--- config.mk ---
export PLATFORM = sky130hd
export DESIGN_NAME = atc_trigger_control
export DESIGN_NICKNAME = d
export VERILOG_FILES = /design/src/atc_edge_sync.v /design/src/atc_pulse_timer.v /design/src/atc_trigger_control.v
export VERILOG_INCLUDE_DIRS = /design/src
export SDC_FILE = /design/constraint.sdc
export NUM_CORES = 1
export LEC_CHECK = 0
export BUFFER_PORTS_ARGS = -buffer_cell sky130_fd_sc_hd__buf_4
export CAP_MARGIN = 20
export CORE_UTILIZATION = 50
export CTS_CLUSTER_SIZE = 25
export DETAILED_ROUTE_END_ITERATION = 8
export GPL_TIMING_DRIVEN = 0
export PLACE_DENSITY = 0.73
export SYNTH_ARGS = -nofsm -noshare
export SYNTH_HDL_FRONTEND = slang
export SYNTH_HIERARCHICAL = 1
export SYNTH_SLANG_ARGS = --single-unit
--- constraint.sdc ---
create_clock -name clock -period 6.2 [get_ports clock]
set_clock_uncertainty 0.05 [all_clocks]
set_input_delay 0.62 -clock clock [delete_from_list [all_inputs] [get_ports clock]]
set_output_delay 0.62 -clock clock [all_outputs]
set_load 0.02 [all_outputs]
--- src/atc_map.vh ---
// Constants for the acquisition trigger control block
// Functional notes
// - One scan pulse per conversion in scanning modes
// - Scan pulse rising edge: sampled signal released
// - Strobe write: active-low pulse, at least 500 ns
// - Post-trigger: trigger falling edge starts sequence
// - Pre-trigger: first edge pre, second edge post
// - Gate low inhibits conversions, high permits them
// - Each convert falling edge performs one conversion; edges inside the busy window are dropped and set overrun instead
// - Ignore convert edges outside sequence or gated
// - Paired: 32 channels of 64 lines; single-ended: 64 of 64
// - Reference node grounded only in paired/grounded
// - Two 4-bit ports, direction programmable, input default
// - Timed update edge loads posted values, optional interrupt
`ifndef ATC_MAP_VH
`define ATC_MAP_VH

`define ATC_CLOCK_PERIOD_NS    8
`define ATC_STROBE_LOW_NS      500
`define ATC_STROBE_LOW_CYCLES  ((`ATC_STROBE_LOW_NS + `ATC_CLOCK_PERIOD_NS - 1) / `ATC_CLOCK_PERIOD_NS)
`define ATC_SCAN_HIGH_CYCLES   4
`define ATC_CONV_BUSY_CYCLES   16
`define ATC_TIMER_WIDTH        8

`define ATC_MODE_PAIRED        2'h0
`define ATC_MODE_GROUNDED      2'h1
`define ATC_MODE_FLOATING      2'h2
`define ATC_PAIRED_CHANNELS    7'h20
`define ATC_SINGLE_CHANNELS    7'h40
`define ATC_PAIR_OFFSET        6'h08

`define ATC_PORT_WIDTH         4
`define ATC_DAC_WIDTH          12
`define ATC_COUNT_WIDTH        16
`define ATC_DIO_DIR_RESET      2'h0
`define ATC_DIO_DATA_RESET     8'h00
`define ATC_DAC_RESET          12'h000

`endif

--- src/atc_edge_sync.v ---
// Two-stage synchroniser with falling-edge detector for an active-low pin
`timescale 1ns/10ps
module atc_edge_sync (
	input	wire	clock,
	input	wire	rst_n,
	input	wire	clock_enable,
	input	wire	pin_n,
	output	reg	level,
	output	reg	fall
);
	reg	meta;
	reg	prior;

	// Pins idle high, so the chain resets high to avoid a false edge
	always @(posedge clock or negedge rst_n) begin
		if (!rst_n) begin
			meta <= 1'b1;
			level <= 1'b1;
			prior <= 1'b1;
			fall <= 1'b0;
		end else if (clock_enable) begin
			meta <= pin_n;
			level <= meta;
			prior <= level;
			fall <= prior & ~level;
		end
	end
endmodule // atc_edge_sync

--- src/atc_pulse_timer.v ---
// Retriggerable fixed-length pulse generator with selectable idle level
`timescale 1ns/10ps
module atc_pulse_timer #(
	parameter	CYCLES = 63,
	parameter	WIDTH = 8,
	parameter [0:0]	IDLE_LEVEL = 1'b0
) (
	input	wire	clock,
	input	wire	rst_n,
	input	wire	clock_enable,
	input	wire	start,
	output	reg	pulse_out
);
	localparam integer	LAST_INT = CYCLES - 1;
	localparam [WIDTH-1:0]	LAST = LAST_INT[WIDTH-1:0];
	reg [WIDTH-1:0]	count;

	// Active for exactly CYCLES clocks starting at the edge that takes start
	always @(posedge clock or negedge rst_n) begin
		if (!rst_n) begin
			count <= {WIDTH{1'b0}};
			pulse_out <= IDLE_LEVEL;
		end else if (clock_enable) begin
			if (start) begin
				count <= LAST;
				pulse_out <= ~IDLE_LEVEL;
			end else if (count != {WIDTH{1'b0}}) begin
				count <= count - 1'b1;
			end else begin
				pulse_out <= IDLE_LEVEL;
			end
		end
	end
endmodule // atc_pulse_timer

--- src/atc_trigger_control.v ---
// Acquisition trigger, gate, convert, strobe, input mode and digital port control
`timescale 1ns/10ps
`include "atc_map.vh"
module atc_trigger_control #(
	parameter	STROBE_CYCLES = `ATC_STROBE_LOW_CYCLES,
	parameter	SCAN_HIGH_CYCLES = `ATC_SCAN_HIGH_CYCLES,
	parameter	CONV_BUSY_CYCLES = `ATC_CONV_BUSY_CYCLES,
	parameter	TIMER_WIDTH = `ATC_TIMER_WIDTH,
	parameter	COUNT_WIDTH = `ATC_COUNT_WIDTH,
	parameter	PORT_WIDTH = `ATC_PORT_WIDTH,
	parameter	DAC_WIDTH = `ATC_DAC_WIDTH
) (
	input	wire	clock,
	input	wire	rst_n,
	input	wire	clock_enable,
	input	wire	acquisition_trigger_in_n,
	input	wire	conversion_gate_in_n,
	input	wire	convert_request_in_n,
	input	wire	timed_update_trigger_in_n,
	input	wire	sequence_arm,
	input	wire	sequence_cancel,
	input	wire	pretrigger_enable,
	input	wire	scan_mode_enable,
	input	wire [COUNT_WIDTH-1:0]	post_sample_count,
	input	wire	strobe_write,
	input	wire [1:0]	input_mode,
	input	wire [5:0]	channel_select,
	input	wire	reference_ground_enable,
	input	wire	dio_write,
	input	wire [1:0]	dio_direction,
	input	wire [2*PORT_WIDTH-1:0]	dio_data,
	input	wire [PORT_WIDTH-1:0]	port_a_lines_in,
	input	wire [PORT_WIDTH-1:0]	port_b_lines_in,
	input	wire	timed_update_select,
	input	wire	posted_update_mode,
	input	wire	timed_irq_enable,
	input	wire	timed_irq_clear,
	input	wire	dac_write,
	input	wire	dac_select,
	input	wire [DAC_WIDTH-1:0]	dac_data,
	input	wire	overrun_clear,
	output	wire	per_conversion_pulse_out,
	output	wire	software_pulse_out_n,
	output	reg	adc_convert_start,
	output	reg	sequence_active,
	output	reg	pretrigger_phase,
	output	reg	sequence_done,
	output	reg	conversion_overrun,
	output	reg [5:0]	mux_positive_line,
	output	reg [5:0]	mux_negative_line,
	output	reg	mux_negative_used,
	output	reg	channel_in_range,
	output	reg	input_reference_ground,
	output	reg [PORT_WIDTH-1:0]	port_a_lines_out,
	output	reg [PORT_WIDTH-1:0]	port_a_lines_oe,
	output	reg [PORT_WIDTH-1:0]	port_b_lines_out,
	output	reg [PORT_WIDTH-1:0]	port_b_lines_oe,
	output	reg [2*PORT_WIDTH-1:0]	port_lines_read,
	output	reg [DAC_WIDTH-1:0]	dac0_value,
	output	reg [DAC_WIDTH-1:0]	dac1_value,
	output	reg	dac_update_strobe,
	output	reg	timed_irq
);
	localparam [3:0]	S_IDLE = 4'b0001;
	localparam [3:0]	S_WAIT = 4'b0010;
	localparam [3:0]	S_PRE = 4'b0100;
	localparam [3:0]	S_POST = 4'b1000;
	localparam [2*PORT_WIDTH-1:0]	DIO_DATA_INIT = `ATC_DIO_DATA_RESET;
	localparam [1:0]	DIO_DIR_INIT = `ATC_DIO_DIR_RESET;

	wire	trigger_fall;
	wire	gate_level;
	wire	convert_fall;
	wire	update_fall;
	wire	conv_busy;

	reg [3:0]	state;
	reg [3:0]	next_state;
	reg [COUNT_WIDTH-1:0]	post_target;
	reg [COUNT_WIDTH-1:0]	post_taken;
	reg [COUNT_WIDTH-1:0]	next_post_taken;
	reg	next_done;
	reg [DAC_WIDTH-1:0]	dac0_posted;
	reg [DAC_WIDTH-1:0]	dac1_posted;

	wire	in_sequence;
	wire	convert_accept;
	wire	convert_collide;
	wire	post_last;
	wire	update_event;
	wire [COUNT_WIDTH-1:0]	post_taken_inc;

	// Pin conditioning
	atc_edge_sync u_trigger_sync (
		.clock	(clock),
		.rst_n	(rst_n),
		.clock_enable	(clock_enable),
		.pin_n	(acquisition_trigger_in_n),
		.level	(),
		.fall	(trigger_fall)
	);
	atc_edge_sync u_gate_sync (
		.clock	(clock),
		.rst_n	(rst_n),
		.clock_enable	(clock_enable),
		.pin_n	(conversion_gate_in_n),
		.level	(gate_level),
		.fall	()
	);
	atc_edge_sync u_convert_sync (
		.clock	(clock),
		.rst_n	(rst_n),
		.clock_enable	(clock_enable),
		.pin_n	(convert_request_in_n),
		.level	(),
		.fall	(convert_fall)
	);
	atc_edge_sync u_update_sync (
		.clock	(clock),
		.rst_n	(rst_n),
		.clock_enable	(clock_enable),
		.pin_n	(timed_update_trigger_in_n),
		.level	(),
		.fall	(update_fall)
	);

	// Conversion acceptance
	assign in_sequence = (state == S_PRE) || (state == S_POST);
	// The convert edge passes one register more than the gate level, so the gate sample is one cycle newer
	assign convert_accept = convert_fall & in_sequence & gate_level & ~conv_busy;
	assign convert_collide = convert_fall & in_sequence & gate_level & conv_busy;
	assign post_taken_inc = post_taken + 1'b1;
	assign post_last = (state == S_POST) && convert_accept && (post_taken_inc >= post_target);

	// Busy window keeps scan pulses apart; SCAN_HIGH_CYCLES must stay below it
	atc_pulse_timer #(
		.CYCLES	(CONV_BUSY_CYCLES),
		.WIDTH	(TIMER_WIDTH),
		.IDLE_LEVEL	(1'b0)
	) u_busy_timer (
		.clock	(clock),
		.rst_n	(rst_n),
		.clock_enable	(clock_enable),
		.start	(convert_accept),
		.pulse_out	(conv_busy)
	);
	// Hold is taken at convert start, so the rising edge releases the source
	atc_pulse_timer #(
		.CYCLES	(SCAN_HIGH_CYCLES),
		.WIDTH	(TIMER_WIDTH),
		.IDLE_LEVEL	(1'b0)
	) u_scan_timer (
		.clock	(clock),
		.rst_n	(rst_n),
		.clock_enable	(clock_enable),
		.start	(convert_accept & scan_mode_enable),
		.pulse_out	(per_conversion_pulse_out)
	);
	// A write during a pulse restarts it, so the low time never falls short
	atc_pulse_timer #(
		.CYCLES	(STROBE_CYCLES),
		.WIDTH	(TIMER_WIDTH),
		.IDLE_LEVEL	(1'b1)
	) u_strobe_timer (
		.clock	(clock),
		.rst_n	(rst_n),
		.clock_enable	(clock_enable),
		.start	(strobe_write),
		.pulse_out	(software_pulse_out_n)
	);

	// Acquisition sequencer
	always @* begin
		next_state = state;
		next_post_taken = post_taken;
		next_done = 1'b0;
		case (state)
			S_IDLE: begin
				next_post_taken = {COUNT_WIDTH{1'b0}};
				if (sequence_arm)
					next_state = S_WAIT;
			end
			S_WAIT: begin
				if (trigger_fall) begin
					if (pretrigger_enable)
						next_state = S_PRE;
					else
						next_state = S_POST;
				end
			end
			S_PRE: begin
				if (trigger_fall)
					next_state = S_POST;
			end
			S_POST: begin
				if (convert_accept)
					next_post_taken = post_taken_inc;
				if (post_last) begin
					next_state = S_IDLE;
					next_done = 1'b1;
				end
			end
			default: begin
				next_state = S_IDLE;
			end
		endcase
		if (sequence_cancel) begin
			next_state = S_IDLE;
			next_done = 1'b0;
		end
	end
	always @(posedge clock or negedge rst_n) begin
		if (!rst_n) begin
			state <= S_IDLE;
			post_taken <= {COUNT_WIDTH{1'b0}};
			post_target <= {COUNT_WIDTH{1'b0}};
			sequence_active <= 1'b0;
			pretrigger_phase <= 1'b0;
			sequence_done <= 1'b0;
			adc_convert_start <= 1'b0;
		end else if (clock_enable) begin
			state <= next_state;
			post_taken <= next_post_taken;
			if ((state == S_IDLE) && sequence_arm)
				post_target <= post_sample_count;
			sequence_active <= (next_state != S_IDLE);
			pretrigger_phase <= (next_state == S_PRE);
			sequence_done <= next_done;
			adc_convert_start <= convert_accept;
		end
	end
	// Overrun: an edge lost to a busy converter, set wins over clear
	always @(posedge clock or negedge rst_n) begin
		if (!rst_n) begin
			conversion_overrun <= 1'b0;
		end else if (clock_enable) begin
			if (convert_collide)
				conversion_overrun <= 1'b1;
			else if (overrun_clear)
				conversion_overrun <= 1'b0;
		end
	end
	// Input mode channel mapping
	always @(posedge clock or negedge rst_n) begin
		if (!rst_n) begin
			mux_positive_line <= 6'h00;
			mux_negative_line <= 6'h00;
			mux_negative_used <= 1'b0;
			channel_in_range <= 1'b0;
			input_reference_ground <= 1'b0;
		end else if (clock_enable) begin
			case (input_mode)
				`ATC_MODE_PAIRED: begin
					// Each pair uses pin n and pin n plus eight within its bank
					mux_positive_line <= {channel_select[4:3], 1'b0, channel_select[2:0]};
					mux_negative_line <= {channel_select[4:3], 1'b0, channel_select[2:0]} |
						`ATC_PAIR_OFFSET;
					mux_negative_used <= 1'b1;
					channel_in_range <= ({1'b0, channel_select} < `ATC_PAIRED_CHANNELS);
				end
				`ATC_MODE_GROUNDED, `ATC_MODE_FLOATING: begin
					mux_positive_line <= channel_select;
					mux_negative_line <= 6'h00;
					mux_negative_used <= 1'b0;
					channel_in_range <= ({1'b0, channel_select} < `ATC_SINGLE_CHANNELS);
				end
				default: begin
					mux_positive_line <= 6'h00;
					mux_negative_line <= 6'h00;
					mux_negative_used <= 1'b0;
					channel_in_range <= 1'b0;
				end
			endcase
			// Floating mode needs the node as its reference, so never ground it there
			input_reference_ground <= reference_ground_enable &
				((input_mode == `ATC_MODE_PAIRED) || (input_mode == `ATC_MODE_GROUNDED));
		end
	end

	// General-purpose digital ports
	always @(posedge clock or negedge rst_n) begin
		if (!rst_n) begin
			port_a_lines_out <= DIO_DATA_INIT[PORT_WIDTH-1:0];
			port_b_lines_out <= DIO_DATA_INIT[2*PORT_WIDTH-1:PORT_WIDTH];
			port_a_lines_oe <= {PORT_WIDTH{DIO_DIR_INIT[0]}};
			port_b_lines_oe <= {PORT_WIDTH{DIO_DIR_INIT[1]}};
			port_lines_read <= {2*PORT_WIDTH{1'b0}};
		end else if (clock_enable) begin
			if (dio_write) begin
				port_a_lines_out <= dio_data[PORT_WIDTH-1:0];
				port_b_lines_out <= dio_data[2*PORT_WIDTH-1:PORT_WIDTH];
				port_a_lines_oe <= {PORT_WIDTH{dio_direction[0]}};
				port_b_lines_oe <= {PORT_WIDTH{dio_direction[1]}};
			end
			port_lines_read <= {port_b_lines_in, port_a_lines_in};
		end
	end

	// Posted output converter update
	assign update_event = update_fall & timed_update_select & posted_update_mode;
	always @(posedge clock or negedge rst_n) begin
		if (!rst_n) begin
			dac0_posted <= `ATC_DAC_RESET;
			dac1_posted <= `ATC_DAC_RESET;
			dac0_value <= `ATC_DAC_RESET;
			dac1_value <= `ATC_DAC_RESET;
			dac_update_strobe <= 1'b0;
		end else if (clock_enable) begin
			if (dac_write && !dac_select)
				dac0_posted <= dac_data;
			if (dac_write && dac_select)
				dac1_posted <= dac_data;
			// A write in the update cycle lands in the posted copy for the next edge
			if (update_event) begin
				dac0_value <= dac0_posted;
				dac1_value <= dac1_posted;
			end else if (dac_write && !posted_update_mode) begin
				if (dac_select)
					dac1_value <= dac_data;
				else
					dac0_value <= dac_data;
			end
			dac_update_strobe <= update_event;
		end
	end

	// Timed interrupt flag, set wins over clear
	always @(posedge clock or negedge rst_n) begin
		if (!rst_n) begin
			timed_irq <= 1'b0;
		end else if (clock_enable) begin
			if (update_event && timed_irq_enable)
				timed_irq <= 1'b1;
			else if (timed_irq_clear)
				timed_irq <= 1'b0;
		end
	end
endmodule // atc_trigger_control

==> flow_summary.ini <==
[outcome]
run_status = completed

[clock_network]
clock_path_buffers = 2
cts_sinks = 164
clock-root-buffer = clkbuf_16
cts_resized = 0
postCtsHoldBufs = 0
insertion_delay_ns = 0.43
cts_max_level = 4
cts.clk_slew.worst_paths_ns = 0.06
post_cts_buffers = 0
cts_buffers = 17
cts_tree = yes

[yosys]
yosysWarnings = 6
synth.avg_cell_area_um2 = 10.8
synthesis.area_mm2 = 0.00797
syn_nets = 838
synthCells = 740

[pwr]
powerDensity_mw_per_mm2 = 328
max-vdd-ir-drop_mv = 0.248
p_total_mw = 3.26
p_leak_nw = 4.59

[setup_path]
critPathKind = reg2reg
cp.arrival_ns = 3.51
r2r_start = post_taken[0]
regToRegEndpoint = sequence_done
critPathMaxStageDelay_ns = 0.45
cp_slowest_cell = dfrtp_1
rr_worst_depth = 11
crit_required_ns = 6.48
cpMostUsedCell = ha_1
path_cells = ha_1 > nand2_1 > nor4_4 > nand3_1 > xnor2_1 > ha_1 > and4_1 > o211ai_1 > a2111o_1 > and4b_1 > o32ai_1
worst_setup_path_start_kind = flop
r2r_slack_ns = 2.96
crit_fanout = 6
worstSetupEndpointType = flop

[grt]
grt_max_degree = 84
antenna_found_initial = 0
track_usage = 0.231
grt_pass1_wl_mm = 29.4
grt-ovfl-total = 0
grt_pass1_vias = 5970

[timing]
slew_headroom = 0.515
finalHoldViolCount = 0
tightest_slew_ns = 0.728
period_minus_slack_ns = 3.24
setup_viol = 0
fin_setup_tns_ns = 0
rsz0062_at_grt = false
finalCritPeriodShare = 0.522
fmax_mhz = 309
slew_violations = 0

[route]
vias = 6123
postRouteAntennaNets = 0
routed_wl_mm = 18.0
wire_per_inst_um = 15.9
route.detailed.drc = 0
first_pass_iters = 5
vias_per_cell = 5.42
drt_iter0_markers = 309

[final_layout]
layout-drive-gt1-share = 0.328
fin_util = 0.647
antenna_cells_inserted = 0
area_delta_synth_final_pct = 24.9
fin_nets = 1003

[worst_hold_path]
hold_class = in2async

[place]
dpl.hpwl_mm = 12.9
gp_congestion = 0.810
portBuffers = 145

[floorplanning]
pin_count = 147
rows = 45
die_width_um = 128
design.core.area_mm2 = 0.0154
die_h_um = 128
die_area_mm2 = 0.0164
start_util = 0.518

[run]
maxCapViolCount = 0
power by group:
group | leakage, nW | switching, mW | internal [mW]
clock network | 0.277 | 0.474 | 0.571
registers | 2.01 | 0.156 | 1.29
logic | 2.30 | 0.407 | 0.366
total | 4.59 | 1.04 | 2.22
layer usage:
layer	vias up	wire length, µm	GRT usage
met5	-	0	0
met4	0	202	0.0782
met3	13	1190	0.0739
met2	160	8630	0.368
met1	2980	7950	0.297
li1	2970	-	-
final cells by class:
class                      count  area [µm²]
sequential                   164        4120
clock inverter                15         168
buffer                        35         174
clock buffer                  17         425
multi-input combinational    491        3490
timing repair buffer         146        1120
inverter                      50         188
tap                          211         264
fill                        1270        5420
sequential cells by signal (all words and copies together), names as in the netlist, 4 cells and up:
| name | cells |
|---|---|
| state | 4 |
| dac0_value | 12 |
| dac1_value | 12 |
| port_a_lines_out | 4 |
| u_scan_timer/count | 8 |
| u_busy_timer/count | 8 |
| dac1_posted | 12 |
| u_strobe_timer/count | 8 |
| post_target | 16 |
| mux_positive_line | 6 |
| post_taken | 16 |
| port_b_lines_out | 4 |
| dac0_posted | 12 |
| mux_negative_line | 6 |
| port_lines_read | 8 |
cell usage in the layout, fill, tap and decap left out, types with 7 or more instances in the layout:
master,instances
nand2_1,68
nor3_1,11
inv_1,49
a21oi_1,45
a31oi_1,9
nand2b_1,7
ha_1,23
mux2_2,72
o21ai_0,52
o2bb2ai_1,8
clkbuf_1,15
dfstp_2,13
o21ai_1,18
xnor2_1,11
clkbuf_16,17
nand3_1,21
dfrtp_1,151
buf_4,152
nor2_1,17
o31ai_1,9
buf_2,10
nor2b_1,14
per-stage QoR:
| stage | instances | worst slack, ns | hold slack, ns | cell area, µm² |
|---|---|---|---|---|
| 6_report | 1129 | 2.96 | 0.0921 | 9950 |
| 5_1_grt | 1129 | 2.80 | 0.158 | 9950 |
| 4_1_cts | 1129 | 2.94 | 0.151 | 9950 |
| 3_5_place_dp | 1097 | 2.97 | 0.421 | 9360 |
| 3_3_place_gp | 1096 | 2.99 | 0.415 | 9320 |
| 2_1_floorplan | 740 | 3.35 | 0.274 | 7970 |
worst max-delay path by stage:
| stage | from | endpoint | slack, ns | cells after the start |
|---|---|---|---|---|
| 2_1_floorplan | post_taken[2] | sequence_done | 3.35 | 12 |
| 3_3_place_gp | post_taken[2] | sequence_done | 2.99 | 12 |
| 3_5_place_dp | post_taken[2] | sequence_done | 2.97 | 12 |
| 4_1_cts | post_taken[0] | sequence_done | 2.94 | 11 |
| 5_1_grt | post_taken[0] | sequence_done | 2.80 | 11 |
| 6_report | post_taken[0] | sequence_done | 2.96 | 11 |
critical path: cells and delay by family, from the launching register on:
kind | cells | cell delay (ns)
adder cells (fa/ha/maj) | 2 | 0.55
AO/OA/AOI/OAI | 3 | 0.69
flip-flops | 1 | 0.45
XOR/XNOR | 1 | 0.18
AND/OR/NAND/NOR | 5 | 1.21
Power figures use the tool's default switching activity.
